===== src/design/tcp_pkg.sv =====
// Shared constants and types for the timer/counter pair
package tcp_pkg;
  // Clock periods per peripheral cycle
  localparam int unsigned PER_CLKS = 6;
  localparam int unsigned PER_CNT_W = 3;
  // Prescaler width in mode 0
  localparam int unsigned PRESC_W = 5;
  // Register byte offsets
  localparam logic [7:0] OFS_MODE = 8'h00;
  localparam logic [7:0] OFS_CTRL = 8'h04;
  localparam logic [7:0] OFS_A_LOW = 8'h08;
  localparam logic [7:0] OFS_A_HIGH = 8'h0C;
  localparam logic [7:0] OFS_B_LOW = 8'h10;
  localparam logic [7:0] OFS_B_HIGH = 8'h14;
  // Mode register: nibble base per unit, field positions inside a nibble
  localparam int unsigned MOD_A_LSB = 0;
  localparam int unsigned MOD_B_LSB = 4;
  localparam int unsigned FLD_MODE_LSB = 0;
  localparam int unsigned FLD_SRC = 2;
  localparam int unsigned FLD_GATE = 3;
  // Control register bits
  localparam int unsigned CTL_RUN_A = 4;
  localparam int unsigned CTL_FLAG_A = 5;
  localparam int unsigned CTL_RUN_B = 6;
  localparam int unsigned CTL_FLAG_B = 7;
  // Values after reset
  localparam logic [7:0] MODE_RST = 8'h00;
  localparam logic [7:0] CNT_RST = 8'h00;
  localparam logic CTL_BIT_RST = 1'b0;
  // Bus responses
  localparam logic [1:0] RESP_OKAY = 2'h0;
  localparam logic [1:0] RESP_SLVERR = 2'h2;
  typedef enum logic [1:0] {MODE_13B, MODE_16B, MODE_RELOAD, MODE_SPLIT} tcp_mode_t;
endpackage


===== src/design/tcp_timer_pair.sv =====
// The AXI4-Lite interface to the registers and the placing of the registers were left to the implementer.
`timescale 1ns/100ps
// Two timer/counter units with an AXI4-Lite register slave
// Behaviour
// - Count pin sampled per cycle, falling edge counted
// - Source select one counts pin falling edges
// - Run bit enables counting when not gated
// - Gating plus run lets irq pin control
// - Unit A rollover sets its overflow flag
// - Unit B rollover sets its overflow flag unless unit A is in mode 3
// - Unit A uses low mode nibble
// - Unit B uses high mode nibble
// - Mode 0: five-bit prescaler feeds high register
// - Mode 1: sixteen-bit cascaded counter
// - Mode 2: low reloads from high on overflow
// - Mode 2: high register write never disturbs current count
// - Acknowledge from core clears overflow flag
// - Unit A mode 3: low is own timer
// - Unit A mode 3: high uses B run bit and B flag, not B gate
// - Unit B mode 3 halts and holds count
// - Unit B overflow drives baud rate tick
// - Timer counts once per six-clock peripheral cycle
// - Gated: count only while irq pin high
// - Mode bits decode to modes zero to three
// - One overflow interrupt source per unit
module tcp_timer_pair import tcp_pkg::*; #(
  parameter int unsigned ADDR_W = 8
) (
  // Clock, reset, enable
  input wire logic aclk,
  input wire logic aresetn,
  input wire logic ce,
  // AXI4-Lite write
  input wire logic [ADDR_W-1:0] awaddr,
  input wire logic awvalid,
  output logic awready,
  input wire logic [31:0] wdata,
  input wire logic [3:0] wstrb,
  input wire logic wvalid,
  output logic wready,
  output logic [1:0] bresp,
  output logic bvalid,
  input wire logic bready,
  // AXI4-Lite read
  input wire logic [ADDR_W-1:0] araddr,
  input wire logic arvalid,
  output logic arready,
  output logic [31:0] rdata,
  output logic [1:0] rresp,
  output logic rvalid,
  input wire logic rready,
  // External pins
  input wire logic count_pin_a,
  input wire logic count_pin_b,
  input wire logic ext_irq_a_pin,
  input wire logic ext_irq_b_pin,
  // Core interrupt handshake and baud clock
  input wire logic irq_ack_a,
  input wire logic irq_ack_b,
  output logic unit_a_irq,
  output logic unit_b_irq,
  output logic baud_tick
);
  if (ADDR_W < 8) begin : g_chk
    $error("ADDR_W must be at least 8");
  end

  logic [3:0] pin_in;
  logic [3:0] sync1_q, sync2_q;
  logic [1:0] samp_q;
  logic [1:0] fall;
  logic [PER_CNT_W-1:0] per_cnt_q;
  logic tick;
  logic [7:0] timer_mode_register_q;
  logic unit_a_run_bit_q, unit_b_run_bit_q;
  logic unit_a_overflow_flag_q, unit_b_overflow_flag_q;
  tcp_mode_t mode_a, mode_b;
  logic a_split;
  logic en_a, en_b;
  logic set_a, set_b;
  logic [7:0] unit_a_count_low, unit_a_count_high;
  logic [7:0] unit_b_count_low, unit_b_count_high;
  logic ovf_lo_a, ovf_hi_a, ovf_lo_b;
  logic aw_have_q, w_have_q;
  logic [ADDR_W-1:0] awaddr_q;
  logic [7:0] wbyte_q;
  logic wlane_q;
  logic do_wr;
  logic [ADDR_W-1:0] wa, ra;
  logic wr_mode, wr_ctrl, wr_hit;
  logic [3:0] wr_cnt;
  logic [7:0] rd_byte;
  logic rd_hit;
  logic [7:0] timer_control_register;

  // Two-stage synchronisers on all pins
  assign pin_in = {ext_irq_b_pin, ext_irq_a_pin, count_pin_b, count_pin_a};
  for (genvar i = 0; i < 4; i++) begin : g_sync
    always_ff @(posedge aclk) begin
      if (!aresetn) begin
        sync1_q[i] <= 1'b0;
        sync2_q[i] <= 1'b0;
      end else if (ce) begin
        sync1_q[i] <= pin_in[i];
        sync2_q[i] <= sync1_q[i];
      end
    end
  end

  // Peripheral cycle strobe
  always_ff @(posedge aclk) begin
    if (!aresetn) begin
      per_cnt_q <= '0;
    end else if (ce) begin
      per_cnt_q <= tick ? '0 : per_cnt_q + PER_CNT_W'(1);
    end
  end
  assign tick = per_cnt_q == PER_CNT_W'(PER_CLKS - 1);

  // Count pins sampled once per peripheral cycle; edge counted on the same tick that first samples the pin low
  always_ff @(posedge aclk) begin
    if (!aresetn) begin
      samp_q <= 2'h0;
    end else if (ce && tick) begin
      samp_q <= sync2_q[1:0];
    end
  end
  assign fall = {2{tick}} & samp_q & ~sync2_q[1:0];

  // Configuration decode
  assign mode_a = tcp_mode_t'(timer_mode_register_q[MOD_A_LSB+FLD_MODE_LSB +: 2]);
  assign mode_b = tcp_mode_t'(timer_mode_register_q[MOD_B_LSB+FLD_MODE_LSB +: 2]);
  assign a_split = mode_a == MODE_SPLIT;
  assign en_a = unit_a_run_bit_q && (!timer_mode_register_q[MOD_A_LSB+FLD_GATE] || sync2_q[2]);
  // B loses its run bit to A in split mode; it is switched by its own mode then
  assign en_b = (a_split || unit_b_run_bit_q) &&
    (!timer_mode_register_q[MOD_B_LSB+FLD_GATE] || sync2_q[3]);

  tcp_unit #(.SPLIT_OK(1'b1)) u_a (
    .aclk(aclk), .aresetn(aresetn), .ce(ce),
    .tick(tick), .fall_evt(fall[0]),
    .src_sel(timer_mode_register_q[MOD_A_LSB+FLD_SRC]),
    .mode(mode_a), .run_en(en_a), .hi_run(unit_b_run_bit_q),
    .wr_lo(wr_cnt[0]), .wr_hi(wr_cnt[1]), .wdata(wbyte_q),
    .lo_q(unit_a_count_low), .hi_q(unit_a_count_high),
    .ovf_lo(ovf_lo_a), .ovf_hi(ovf_hi_a)
  );

  tcp_unit #(.SPLIT_OK(1'b0)) u_b (
    .aclk(aclk), .aresetn(aresetn), .ce(ce),
    .tick(tick), .fall_evt(fall[1]),
    .src_sel(timer_mode_register_q[MOD_B_LSB+FLD_SRC]),
    .mode(mode_b), .run_en(en_b), .hi_run(1'b0),
    .wr_lo(wr_cnt[2]), .wr_hi(wr_cnt[3]), .wdata(wbyte_q),
    .lo_q(unit_b_count_low), .hi_q(unit_b_count_high),
    .ovf_lo(ovf_lo_b), .ovf_hi()
  );

  // Overflow flags: hardware set beats acknowledge and software write
  assign set_a = ovf_lo_a;
  assign set_b = a_split ? ovf_hi_a : ovf_lo_b;
  always_ff @(posedge aclk) begin
    if (!aresetn) begin
      unit_a_overflow_flag_q <= CTL_BIT_RST;
    end else if (ce) begin
      if (set_a) begin
        unit_a_overflow_flag_q <= 1'b1;
      end else if (irq_ack_a) begin
        unit_a_overflow_flag_q <= 1'b0;
      end else if (wr_ctrl) begin
        unit_a_overflow_flag_q <= wbyte_q[CTL_FLAG_A];
      end
    end
  end
  always_ff @(posedge aclk) begin
    if (!aresetn) begin
      unit_b_overflow_flag_q <= CTL_BIT_RST;
    end else if (ce) begin
      if (set_b) begin
        unit_b_overflow_flag_q <= 1'b1;
      end else if (irq_ack_b) begin
        unit_b_overflow_flag_q <= 1'b0;
      end else if (wr_ctrl) begin
        unit_b_overflow_flag_q <= wbyte_q[CTL_FLAG_B];
      end
    end
  end
  assign unit_a_irq = unit_a_overflow_flag_q;
  assign unit_b_irq = unit_b_overflow_flag_q;

  // Baud clock keeps running even when A has taken the B flag
  always_ff @(posedge aclk) begin
    if (!aresetn) begin
      baud_tick <= 1'b0;
    end else if (ce) begin
      baud_tick <= ovf_lo_b;
    end
  end

  // Mode and run bits
  always_ff @(posedge aclk) begin
    if (!aresetn) begin
      timer_mode_register_q <= MODE_RST;
      unit_a_run_bit_q <= CTL_BIT_RST;
      unit_b_run_bit_q <= CTL_BIT_RST;
    end else if (ce) begin
      if (wr_mode) begin
        timer_mode_register_q <= wbyte_q;
      end
      if (wr_ctrl) begin
        unit_a_run_bit_q <= wbyte_q[CTL_RUN_A];
        unit_b_run_bit_q <= wbyte_q[CTL_RUN_B];
      end
    end
  end

  // Write channel: address and data taken in either order
  assign awready = !aw_have_q;
  assign wready = !w_have_q;
  assign do_wr = aw_have_q && w_have_q && !bvalid;
  always_ff @(posedge aclk) begin
    if (!aresetn) begin
      aw_have_q <= 1'b0;
      w_have_q <= 1'b0;
      awaddr_q <= '0;
      wbyte_q <= 8'h00;
      wlane_q <= 1'b0;
      bvalid <= 1'b0;
      bresp <= RESP_OKAY;
    end else if (ce) begin
      if (awvalid && awready) begin
        aw_have_q <= 1'b1;
        awaddr_q <= awaddr;
      end else if (do_wr) begin
        aw_have_q <= 1'b0;
      end
      if (wvalid && wready) begin
        w_have_q <= 1'b1;
        wbyte_q <= wdata[7:0];
        wlane_q <= wstrb[0];
      end else if (do_wr) begin
        w_have_q <= 1'b0;
      end
      if (do_wr) begin
        bvalid <= 1'b1;
        bresp <= wr_hit ? RESP_OKAY : RESP_SLVERR;
      end else if (bready) begin
        bvalid <= 1'b0;
      end
    end
  end

  // Write decode; only byte lane 0 carries register data
  assign wa = {awaddr_q[ADDR_W-1:2], 2'h0};
  assign wr_mode = do_wr && wlane_q && wa == ADDR_W'(OFS_MODE);
  assign wr_ctrl = do_wr && wlane_q && wa == ADDR_W'(OFS_CTRL);
  assign wr_cnt[0] = do_wr && wlane_q && wa == ADDR_W'(OFS_A_LOW);
  assign wr_cnt[1] = do_wr && wlane_q && wa == ADDR_W'(OFS_A_HIGH);
  assign wr_cnt[2] = do_wr && wlane_q && wa == ADDR_W'(OFS_B_LOW);
  assign wr_cnt[3] = do_wr && wlane_q && wa == ADDR_W'(OFS_B_HIGH);
  assign wr_hit = wa == ADDR_W'(OFS_MODE) || wa == ADDR_W'(OFS_CTRL) || wa == ADDR_W'(OFS_A_LOW) ||
    wa == ADDR_W'(OFS_A_HIGH) || wa == ADDR_W'(OFS_B_LOW) || wa == ADDR_W'(OFS_B_HIGH);

  // Read path
  assign timer_control_register = {unit_b_overflow_flag_q, unit_b_run_bit_q,
    unit_a_overflow_flag_q, unit_a_run_bit_q, 4'h0};
  assign ra = {araddr[ADDR_W-1:2], 2'h0};
  always_comb begin
    rd_byte = 8'h00;
    rd_hit = 1'b1;
    if (ra == ADDR_W'(OFS_MODE)) begin
      rd_byte = timer_mode_register_q;
    end else if (ra == ADDR_W'(OFS_CTRL)) begin
      rd_byte = timer_control_register;
    end else if (ra == ADDR_W'(OFS_A_LOW)) begin
      rd_byte = unit_a_count_low;
    end else if (ra == ADDR_W'(OFS_A_HIGH)) begin
      rd_byte = unit_a_count_high;
    end else if (ra == ADDR_W'(OFS_B_LOW)) begin
      rd_byte = unit_b_count_low;
    end else if (ra == ADDR_W'(OFS_B_HIGH)) begin
      rd_byte = unit_b_count_high;
    end else begin
      rd_hit = 1'b0;
    end
  end
  assign arready = !rvalid;
  always_ff @(posedge aclk) begin
    if (!aresetn) begin
      rvalid <= 1'b0;
      rdata <= 32'h0000_0000;
      rresp <= RESP_OKAY;
    end else if (ce) begin
      if (arvalid && arready) begin
        rvalid <= 1'b1;
        rdata <= {24'h00_0000, rd_byte};
        rresp <= rd_hit ? RESP_OKAY : RESP_SLVERR;
      end else if (rready) begin
        rvalid <= 1'b0;
      end
    end
  end
endmodule


===== src/design/tcp_unit.sv =====
`timescale 1ns/100ps
// One timer/counter unit: count registers and mode logic
module tcp_unit import tcp_pkg::*; #(
  parameter bit SPLIT_OK = 1'b1
) (
  // Clock, reset, enable
  input wire logic aclk,
  input wire logic aresetn,
  input wire logic ce,
  // Count sources and control
  input wire logic tick,
  input wire logic fall_evt,
  input wire logic src_sel,
  input wire tcp_mode_t mode,
  input wire logic run_en,
  input wire logic hi_run,
  // Software writes
  input wire logic wr_lo,
  input wire logic wr_hi,
  input wire logic [7:0] wdata,
  // Counts and overflow pulses
  output logic [7:0] lo_q,
  output logic [7:0] hi_q,
  output logic ovf_lo,
  output logic ovf_hi
);
  logic [7:0] lo_d;
  logic [7:0] hi_d;
  logic inc;
  logic hi_inc;

  assign inc = run_en && (src_sel ? fall_evt : tick);
  assign hi_inc = SPLIT_OK && tick && hi_run;

  always_comb begin
    lo_d = lo_q;
    hi_d = hi_q;
    ovf_lo = 1'b0;
    ovf_hi = 1'b0;
    unique case (mode)
      MODE_13B: begin
        // Upper low bits are left alone; software must ignore them
        if (inc) begin
          lo_d[PRESC_W-1:0] = lo_q[PRESC_W-1:0] + PRESC_W'(1);
          if (&lo_q[PRESC_W-1:0]) begin
            hi_d = hi_q + 8'h01;
            ovf_lo = &hi_q;
          end
        end
      end
      MODE_16B: begin
        if (inc) begin
          {hi_d, lo_d} = {hi_q, lo_q} + 16'h0001;
          ovf_lo = &{hi_q, lo_q};
        end
      end
      MODE_RELOAD: begin
        if (inc) begin
          if (&lo_q) begin
            lo_d = hi_q;
            ovf_lo = 1'b1;
          end else begin
            lo_d = lo_q + 8'h01;
          end
        end
      end
      MODE_SPLIT: begin
        // Second unit simply holds here
        if (SPLIT_OK) begin
          if (inc) begin
            lo_d = lo_q + 8'h01;
            ovf_lo = &lo_q;
          end
          if (hi_inc) begin
            hi_d = hi_q + 8'h01;
            ovf_hi = &hi_q;
          end
        end
      end
    endcase
    // Software write wins; reload value takes effect on next reload only
    if (wr_lo) begin
      lo_d = wdata;
    end
    if (wr_hi) begin
      hi_d = wdata;
    end
  end

  always_ff @(posedge aclk) begin
    if (!aresetn) begin
      lo_q <= CNT_RST;
      hi_q <= CNT_RST;
    end else if (ce) begin
      lo_q <= lo_d;
      hi_q <= hi_d;
    end
  end
endmodule


===== config.mk =====
export PLATFORM = sky130hd
export DESIGN_NAME = tcp_timer_pair
export DESIGN_NICKNAME = d
export VERILOG_FILES = /design/src/design/tcp_pkg.sv /design/src/design/tcp_timer_pair.sv /design/src/design/tcp_unit.sv
export SDC_FILE = /design/constraint.sdc
export NUM_CORES = 1
export LEC_CHECK = 0
export BUFFER_PORTS_ARGS = -buffer_cell sky130_fd_sc_hd__clkbuf_2
export CORE_ASPECT_RATIO = 1.25
export CORE_MARGIN = 2
export CORE_UTILIZATION = 55
export DETAILED_ROUTE_END_ITERATION = 10
export PLACE_DENSITY_LB_ADDON = 0.3
export SLEW_MARGIN = 10
export SYNTH_ARGS = -nofsm -noshare
export SYNTH_HDL_FRONTEND = slang
export SYNTH_SLANG_ARGS = --single-unit

===== constraint.sdc =====
create_clock -name aclk -period 2.7 [get_ports aclk]
set_input_delay 0.135 -clock aclk [delete_from_list [all_inputs] [get_ports aclk]]
set_output_delay 0.135 -clock aclk [all_outputs]
set_load 0.02 [all_outputs]

==> results.txt, run 1 <==
----------------------------------------------------
[Power and ir drop]
  Max VDD drop ... 0.000466 V
  Power per cell area ... 467 mW/mm^2
  Static Leak ... 2.50 nW

[STA]
  Final Hold Vio Count ... 0
  Max Clk Rate ... 398 MHz
  Number of pins exceeding their max-slew limit in the final report ... 0
  Shortest clock period the worst path allows after layout ... 2510 ps
  Hold slack ... 20.7 ps
  Transition at the pin with the smallest max-transition slack ... 745 ps
  Final setup violating endpoints ... 0
  Period utilization ... 93.1%
  Relative max-transition margin ... 50.2%
  Post-Route Setup TNS ... 0 ps
  Unrepaired setup endpoints after global routing ... no
  Post-Route Skew ... 9.11 ps

[Cells and area]
  Area of all placed cells without fillers ... 0.00632 mm^2
  Leading cell types in the layout, fill and taps excluded ... sky130_fd_sc_hd__dfxtp_1 (87), sky130_fd_sc_hd__nor2_1 (74), sky130_fd_sc_hd__nand2_1 (63)
  Area grow syn2layout ... 11.8%
  Number of diodes ... 0
  Most common cell after layout, fill and taps aside ... sky130_fd_sc_hd__dfxtp_1
  Number of nets in the final layout ... just over 800
  Share of final-layout standard cells stronger than drive strength 1 ... between 15 and 20%

[Synth]
  Post-Syn Area ... 0.00565 mm^2
  Proportion of synthesized chip area in sequential cells ... 30.8%
  Register bit count reported by yosys ... 87
  Count of different cell masters after synthesis ... 81
  Number of enable-type register cells in the synthesized netlist ... 0
  Warning count from the yosys run ... 0
  Most common flop cell mapped by yosys ... sky130_fd_sc_hd__dfxtp_1
  Synth Instances ... 699
  Fraction of registers with async set/reset ... 0%
  Post-synthesis average cell area ... between 8 and 9 um^2

[Floorplanning]
  Die X ... 94.7 um
  Effective utilization at floorplan ... 56.2%
  Total Die Area ... 0.0111 mm^2
  Vertical die dimension ... 117 um
  IO Pins ... 110
  Placement row count ... 41
  Area inside the core boundary ... 0.0101 mm^2

[Place]
  Hpwl dp ... between 10 and 15 mm
  Number of I/O port buffers ... 52
  Instance area at placement ... around 0.0060 mm^2
  Weighted congestion at the end of routability-driven global placement ... 0.965

[GRT]
  Vias in the first global route ... 5305
  Total Routing Usage GR ... 31.6%
  Wire length of the first global-routing pass ... 27.6 mm
  Overflow left after global routing ... 0
  Number of antenna violations at the first check in global routing ... 0
  Maximum number of pins on one net before global-route repair ... 41

[Hold path]
  Count of cells along the worst hold path ... 3
  Min-Delay Path Class ... in2reg
  Worst Hold Endpoint ... awaddr_q[6]$_SDFFE_PN0P_
  Hold path startpoint ... awaddr[6]

[Detailed routing]
  Average wire per cell in the routed design ... 19.8 um
  Per-cell via count in the routed design ... 6.65
  Initial DRT Pass Iterations ... 6
  DRC violation total after the first TritonRoute iteration ... 874
  DRC ... 0
  Wire length after detailed routing ... 17.4 mm
  Number of nets with antenna violations after detailed routing ... 0
  Via count ... 5836

[CTS]
  Clock tree from TritonCTS ... yes
  Clock latency on the worst-skew pair ... 350 ps
  CTS Sinks ... 87
  Root cell of the clock tree ... sky130_fd_sc_hd__clkbuf_16
  Number of buffers created by CTS ... 9
  Number of buffers inserted for hold repair after clock tree synthesis ... 0
  Clk pin slew, worst setup/hold paths ... 70 ps
  CTS H-tree depth ... 3
  Clock buffer depth ... 2

[Worst setup path]
  CP Data Required Time ... 2950 ps
  Element type at the critical path start ... flop
  Startpoint-to-endpoint class of the critical path ... reg2reg
  Register-to-register setup slack ... ~190 ps
  FF-to-FF path depth ... 5
  Worst reg2reg path endpoint ... u_a.lo_q[3]$_SDFFE_PN0P_
  Highest fanout seen on the critical path ... 7
  Arrival time at the worst endpoint ... 2760 ps
  Endpoint type of the worst setup path ... flop
  Startpoint of the worst-slack reg-to-reg timing path ... awaddr_q[5]$_SDFFE_PN0P_

[Job]
  Max cap viols ... 0

[Outcome]
  Result of the run ... finished, final reports clean

----------------------------------------------------
[area by class of cell]
type / instances / area, um^2
fillers: 924 / 3740
inverters: 25 / 93.8
repair buffers: 77 / 460
multi-input cells: 543 / 3550
clock inverters: 7 / 87.6
flip-flops and latches: 87 / 1740
clock buffers: 9 / 225
well taps: 129 / 161
[cells in the mapped netlist (4+ instances only)]
library cell	count	share of area, %
sky130_fd_sc_hd__buf_2	9	0.80
sky130_fd_sc_hd__a21oi_1	34	3.0
sky130_fd_sc_hd__o32ai_1	5	0.77
sky130_fd_sc_hd__nand2_1	63	4.2
sky130_fd_sc_hd__nor2b_1	5	0.55
sky130_fd_sc_hd__o21ai_0	29	2.6
sky130_fd_sc_hd__clkbuf_1	32	2.1
sky130_fd_sc_hd__and2_1	5	0.55
sky130_fd_sc_hd__nor3_1	12	1.1
sky130_fd_sc_hd__o21a_1	6	0.80
sky130_fd_sc_hd__nor2_1	74	4.9
sky130_fd_sc_hd__o31a_1	4	0.62
sky130_fd_sc_hd__nor3b_1	4	0.53
sky130_fd_sc_hd__inv_1	24	1.6
sky130_fd_sc_hd__nand2b_1	5	0.55
sky130_fd_sc_hd__nand4_1	16	1.8
sky130_fd_sc_hd__a221oi_1	9	1.4
sky130_fd_sc_hd__mux2i_1	35	6.2
sky130_fd_sc_hd__a211oi_1	14	1.9
sky130_fd_sc_hd__nor4_4	4	1.5
sky130_fd_sc_hd__and3_1	11	1.2
sky130_fd_sc_hd__a22oi_1	13	1.7
sky130_fd_sc_hd__buf_4	26	3.5
sky130_fd_sc_hd__nor4_1	4	0.44
sky130_fd_sc_hd__dfxtp_1	87	31
sky130_fd_sc_hd__o211ai_1	8	1.1
sky130_fd_sc_hd__o22ai_1	8	0.89
sky130_fd_sc_hd__mux2_2	7	1.4
sky130_fd_sc_hd__ha_1	15	3.3
sky130_fd_sc_hd__or3_1	6	0.66
sky130_fd_sc_hd__o31ai_1	8	1.1
sky130_fd_sc_hd__a21o_1	4	0.53
sky130_fd_sc_hd__a31oi_1	7	0.77
sky130_fd_sc_hd__nand3_1	27	2.4
[sequential cells by signal, indices dropped and copies added (netlist names), 2 cells and up]
signal / count
wbyte_q: 8
u_a.hi_q: 8
per_cnt_q: 3
sync1_q: 4
sync2_q: 4
u_b.hi_q: 8
u_a.lo_q: 8
u_b.lo_q: 8
samp_q: 2
awaddr_q: 6
rdata: 8
timer_mode_register_q: 8
[how the worst max path moves through the flow]
stage,cells after the start,startpoint,endpoint,slack (ps)
after global routing,6,awaddr_q[5]$_SDFFE_PN0P_,u_b.hi_q[1]$_SDFFE_PN0P_,80
after detailed placement,5,awaddr_q[5]$_SDFFE_PN0P_,u_a.lo_q[1]$_SDFFE_PN0P_,240
after CTS,5,awaddr_q[5]$_SDFFE_PN0P_,u_a.lo_q[1]$_SDFFE_PN0P_,210
after floorplan,8,u_a.lo_q[0]$_SDFFE_PN0P_,u_a.hi_q[1]$_SDFFE_PN0P_,240
after global placement,6,timer_mode_register_q[0]$_SDFFE_PN0P_,u_b.lo_q[1]$_SDFFE_PN0P_,310
final,5,awaddr_q[5]$_SDFFE_PN0P_,u_a.lo_q[3]$_SDFFE_PN0P_,190
[layer usage]
| metal | track usage (%) | share of wire [%] | vias up | wire (um) |
|---|---|---|---|---|
| met2 | 49.1 | 46 | 369 | 8080 |
| met5 | 0 | 0 | - | 0 |
| li1 | - | - | 2658 | - |
| met3 | 5.65 | 10 | 77 | 1740 |
| met1 | 40.9 | 38 | 2732 | 6600 |
| met4 | 17.3 | 5.6 | 0 | 977 |
[worst max-delay path, cell delays in order (launching register included)]
cell and delay [ps]:
sky130_fd_sc_hd__dfxtp_1 330, sky130_fd_sc_hd__or4b_1 740, sky130_fd_sc_hd__nor4_4 520, sky130_fd_sc_hd__a211oi_1 230, sky130_fd_sc_hd__or2_1 340, sky130_fd_sc_hd__o31ai_1 260
[where the power goes]
group,total (mW),switching [mW],internal [mW]
sequential,1.36,0.0447,1.31
combinational,0.266,0.178,0.0882
clock,1.33,0.586,0.739
[repair_timing]
action	CTS	global route
buffers inserted	0	0
endpoints found under the setup margin	0	3
gates resized for setup	0	1
[metrics by stage]
step | utilization (%) | power [mW] | instances | setup slack [ps]
floorplan | - | 1.58 | 724 | 236
global placement | 59.7 | 1.64 | 861 | 314
detailed placement | 59.7 | 1.64 | 861 | 237
CTS | 62.8 | 2.94 | 877 | 215
global route | 62.8 | 3.02 | 877 | 80.9
finish | 62.8 | 2.95 | 877 | 187
[cells by family (layout without fill, tap and decap cells)]
family | count (synthesis) | after routing | synth area share, %
other | 1 | 26 | 0.0664
AOI/OAI and AO/OA | 196 | 196 | 24.8
xor gates and xnor gates | 5 | 5 | 0.775
and+or+nand+nor | 257 | 257 | 23.6
buffers and inverters | 94 | 118 | 8.17
DFF | 87 | 87 | 30.8
adders and majority gates | 15 | 15 | 3.32
muxes | 44 | 44 | 8.39
Power figures use the tool's default switching activity.
==> inputs of run 2 (changes only) <==
--- a/config.mk
+++ b/config.mk
@@ -5,10 +5,12 @@
 export SDC_FILE = /design/constraint.sdc
 export NUM_CORES = 1
 export LEC_CHECK = 0
+export ABC_AREA = 1
 export BUFFER_PORTS_ARGS = -buffer_cell sky130_fd_sc_hd__clkbuf_2
 export CORE_ASPECT_RATIO = 1.25
 export CORE_MARGIN = 2
 export CORE_UTILIZATION = 55
+export CTS_BUF_LIST = sky130_fd_sc_hd__clkbuf_4
 export DETAILED_ROUTE_END_ITERATION = 10
 export PLACE_DENSITY_LB_ADDON = 0.3
 export SLEW_MARGIN = 10
==> results.txt, run 2 <==
----------------------------------------------------
[Outcome]
  Result of the run ... finished, final reports clean

[GRT]
  Maximum number of pins on one net before global-route repair ... 40 (-2.4%)
  Gr busiest metal ... met2
  Met2 usage in global routing ... 50.3% (+1.1 points)
  Total Routing Usage GR ... 30.2% (-1.4 points)
  Overflow left after global routing ... 0 (unchanged)
  Number of antenna violations at the first check in global routing ... 0 (unchanged)
  Vias in the first global route ... 5530 (+4.2%)
  Wire length of the first global-routing pass ... 27.0 mm (-2.1%)
  Routing usage on met1 ... 38.1% (-2.8 points)
  Routing usage on met3 ... 4.43% (-1.2 points)

[Cells and area]
  Number of diodes ... 0 (unchanged)
  Post-layout util ... 62.4% (-0.43 points)
  Area of the multi-input gates ... 0.00344 mm^2 (-3.0%)
  Most common cell after layout, fill and taps aside ... sky130_fd_sc_hd__nand2_1
  Share of final-layout standard cells stronger than drive strength 1 ... 14.8% (-1.4 points)
  Filler-free cell count of the finished design ... 1060 (+21%)
  Leading cell types in the layout, fill and taps excluded ... sky130_fd_sc_hd__nand2_1 (159), sky130_fd_sc_hd__nor2_1 (115), sky130_fd_sc_hd__inv_1 (90)
  Area grow syn2layout ... 9.65%
  Number of nets in the final layout ... 1007 (+22%)
  Number of inserted filler cells in the final layout ... 981 (+6.2%)
  Footprint of the flip-flops and latches ... 0.00174 mm^2 (unchanged)
  Area of all placed cells without fillers ... 0.00637 mm^2 (+0.83%)

[Synth]
  Count of different cell masters after synthesis ... 55 (-32%)
  Post-Syn Area ... 0.00581 mm^2 (+2.8%)
  Most common flop cell mapped by yosys ... sky130_fd_sc_hd__dfxtp_1
  Post-synthesis average cell area ... 6.73 um^2 (-17%)
  Most numerous cell types in the synthesized netlist ... sky130_fd_sc_hd__nand2_1 (159), sky130_fd_sc_hd__nor2_1 (115), sky130_fd_sc_hd__inv_1 (90)
  Largest area contributor in the synthesized netlist ... sky130_fd_sc_hd__dfxtp_1
  Synth Instances ... 863 (+23%)
  Number of enable-type register cells in the synthesized netlist ... 0 (unchanged)
  Yosys top cell area share ... 30.0% (-0.84 points)
  Proportion of synthesized chip area in sequential cells ... 30.0% (-0.84 points)
  Biggest area contributors in the synthesized netlist ... sky130_fd_sc_hd__dfxtp_1 (30%), sky130_fd_sc_hd__nand2_1 (10%), sky130_fd_sc_hd__nor2_1 (7.4%), sky130_fd_sc_hd__a21oi_1 (6.6%), sky130_fd_sc_hd__o21ai_0 (6.1%)
  Most common cell in the synthesized netlist ... sky130_fd_sc_hd__nand2_1
  Fraction of registers with async set/reset ... 0% (unchanged)
  Warning count from the yosys run ... 0 (unchanged)
  Register bit count reported by yosys ... 87 (unchanged)

[STA]
  Number of pins exceeding their max-slew limit in the final report ... 0 (unchanged)
  Shortest clock period the worst path allows after layout ... 2130 ps (-386 ps)
  Relative max-transition margin ... 46.2% (-4.0 points)
  Post-Route Setup TNS ... 0 ps (unchanged)
  Post-Route Skew ... 22.7 ps (+13.6 ps)
  Transition at the pin with the smallest max-transition slack ... 806 ps (+61.8 ps)
  Max Clk Rate ... 470 MHz (+18%)
  Unrepaired setup endpoints after global routing ... no
  Hold slack ... 10.6 ps (-10.1 ps)
  Final setup violating endpoints ... 0 (unchanged)
  Final setup slack of the worst path ... 573 ps (+386 ps)
  Period utilization ... 78.8% (-14 points)
  Final Hold Vio Count ... 0 (unchanged)

[Worst setup path]
  FF-to-FF path depth ... 12 (+7)
  Startpoint of the worst-slack reg-to-reg timing path ... timer_mode_register_q[1]$_SDFFE_PN0P_
  Buffer and inverter count on the worst path ... 2 (+2)
  Slowest stage cell, crit path ... sky130_fd_sc_hd__dfxtp_1
  Startpoint-to-endpoint class of the critical path ... reg2reg
  Worst reg2reg path endpoint ... u_b.hi_q[1]$_SDFFE_PN0P_
  Endpoint type of the worst setup path ... flop
  Arrival time at the worst endpoint ... 2520 ps (-240 ps)
  Highest fanout seen on the critical path ... 13 (+6)
  Most repeated library cell on the critical path ... sky130_fd_sc_hd__nor2_1
  List of cells traversed by the critical path ... ha_1, nor2_1, nor2_1, nand3_1, inv_1, nand2_1, nand2_2, nand2_2, inv_1, o21ai_0, o21ai_1, nor2_1
  Element type at the critical path start ... flop
  CP delay by family, top ... simple AND/OR/NAND/NOR gates
  Slowest Stage Delay on Critical Path ... 470 ps (-270 ps)
  Register-to-register setup slack ... 570 ps (+390 ps)
  CP Data Required Time ... 3090 ps (+140 ps)

[Detailed routing]
  DRC violation total after the first TritonRoute iteration ... 608 (-30%)
  Per-cell via count in the routed design ... 5.53 (-17%)
  Via count ... 5858 (+0.38%)
  Average wire per cell in the routed design ... 15.4 um (-22%)
  Wire length after detailed routing ... 16.3 mm (-6.1%)
  Initial DRT Pass Iterations ... 5 (-1)
  Number of nets with antenna violations after detailed routing ... 0 (unchanged)
  DRC ... 0 (unchanged)

[Floorplanning]
  Total Die Area ... 0.0114 mm^2 (+2.7%)
  Effective utilization at floorplan ... 56.9% (+0.70 points)
  IO Pins ... 110 (unchanged)
  Die X ... 95.9 um (+1.3%)
  Area inside the core boundary ... 0.0102 mm^2 (+1.5%)
  Placement row count ... 41 (unchanged)
  Vertical die dimension ... 119 um (+1.3%)

[CTS]
  Clock latency on the worst-skew pair ... 490 ps (+140 ps)
  Clock tree from TritonCTS ... yes
  Number of buffers created by CTS ... 9 (unchanged)
  Root cell of the clock tree ... sky130_fd_sc_hd__clkbuf_4
  Clock buffer depth ... 2 (unchanged)
  Post-CTS setup-driven buffer insertion count ... 0 (unchanged)
  CTS H-tree depth ... 3 (unchanged)
  CTS Sinks ... 87 (unchanged)
  Clk pin slew, worst setup/hold paths ... 160 ps (+90 ps)

[Job]
  Max cap viols ... 0 (unchanged)

[Place]
  Number of cells after detailed placement ... 1022 (+19%)
  Hpwl dp ... 12.2 mm (-3.3%)
  Instance area at placement ... 0.00601 mm^2 (+0.13%)
  Weighted congestion at the end of routability-driven global placement ... 1.00 (+4.1%)
  Number of I/O port buffers ... 52 (unchanged)
  Pre-CTS setup slack ... 621 ps (+384 ps)

[Power and ir drop]
  Power per cell area ... 384 mW/mm^2 (-18%)
  Static Leak ... 2.78 nW (+12%)
  Max VDD drop ... 0.000289 V (-38%)
  Overall power ... 2.45 mW (-17%)

[Hold path]
  Count of cells along the worst hold path ... 4 (+1)
  Worst Hold Endpoint ... unit_b_irq$_SDFFE_PN0P_
  Hold path startpoint ... irq_ack_b
  Min-Delay Path Class ... in2reg

----------------------------------------------------
## run 2: cells by family (layout without fill, tap and decap cells)
group / Yosys count / in the layout / synth area share (%)
XOR/XNOR: 11 / 11 / 1.66
AO/OA/AOI/OAI: 210 / 210 / 21.2
other: 1 / 26 / 0.0646
adder cells (fa/ha/maj): 15 / 15 / 3.23
buffers and inverters: 151 / 194 / 12.4
AND/OR/NAND/NOR: 388 / 388 / 31.5
flip-flops: 87 / 87 / 30.0
## run 2: layout make-up
type / instances / area share, %
clock buffer: 9 / 1.06
clock inverter: 7 / 1.18
sequential: 87 / 27.3
timing repair buffer: 77 / 7.90
inverter: 101 / 5.99
multi-input combinational: 650 / 54.0
tap: 129 / 2.53
## run 2: per-layer routing
| metal | routed length [um] | vias up |
|---|---|---|
| met5 | 0 | - |
| met4 | 629 | 0 |
| met3 | 1080 | 50 |
| met2 | 7910 | 228 |
| met1 | 6720 | 2650 |
| li1 | - | 2930 |
## run 2: how the worst max path moves through the flow
stage          cells past startpoint                                  start                       end
2_1_floorplan                     13               u_b.lo_q[0]$_SDFFE_PN0P_  u_b.hi_q[7]$_SDFFE_PN0P_
3_3_place_gp                      12  timer_mode_register_q[1]$_SDFFE_PN0P_  u_b.hi_q[3]$_SDFFE_PN0P_
3_5_place_dp                      12  timer_mode_register_q[1]$_SDFFE_PN0P_  u_b.hi_q[1]$_SDFFE_PN0P_
4_1_cts                           12  timer_mode_register_q[1]$_SDFFE_PN0P_  u_b.hi_q[1]$_SDFFE_PN0P_
5_1_grt                           12  timer_mode_register_q[1]$_SDFFE_PN0P_  u_b.lo_q[1]$_SDFFE_PN0P_
6_report                          12  timer_mode_register_q[1]$_SDFFE_PN0P_  u_b.hi_q[1]$_SDFFE_PN0P_
## run 2: where the power goes
group	internal (mW)	switching, mW
sequential	1.33	0.0378
clock	0.221	0.552
combinational	0.0989	0.213
total	1.65	0.802
## run 2: repair_timing
| action | in CTS | in global routing |
|---|---|---|
| resized for setup | 0 | 0 |
| hold buffers | 22 | 0 |
| endpoints found under the hold margin | 22 | 0 |
## run 2: worst reg2reg max path, stage by stage, from the launching register on
cell and delay, ps:
sky130_fd_sc_hd__dfxtp_1 470, sky130_fd_sc_hd__ha_1 380, sky130_fd_sc_hd__nor2_1 70, sky130_fd_sc_hd__nor2_1 140
sky130_fd_sc_hd__nand3_1 180, sky130_fd_sc_hd__inv_1 90, sky130_fd_sc_hd__nand2_1 60, sky130_fd_sc_hd__nand2_2 60
sky130_fd_sc_hd__nand2_2 160, sky130_fd_sc_hd__inv_1 140, sky130_fd_sc_hd__o21ai_0 90, sky130_fd_sc_hd__o21ai_1 130
sky130_fd_sc_hd__nor2_1 60
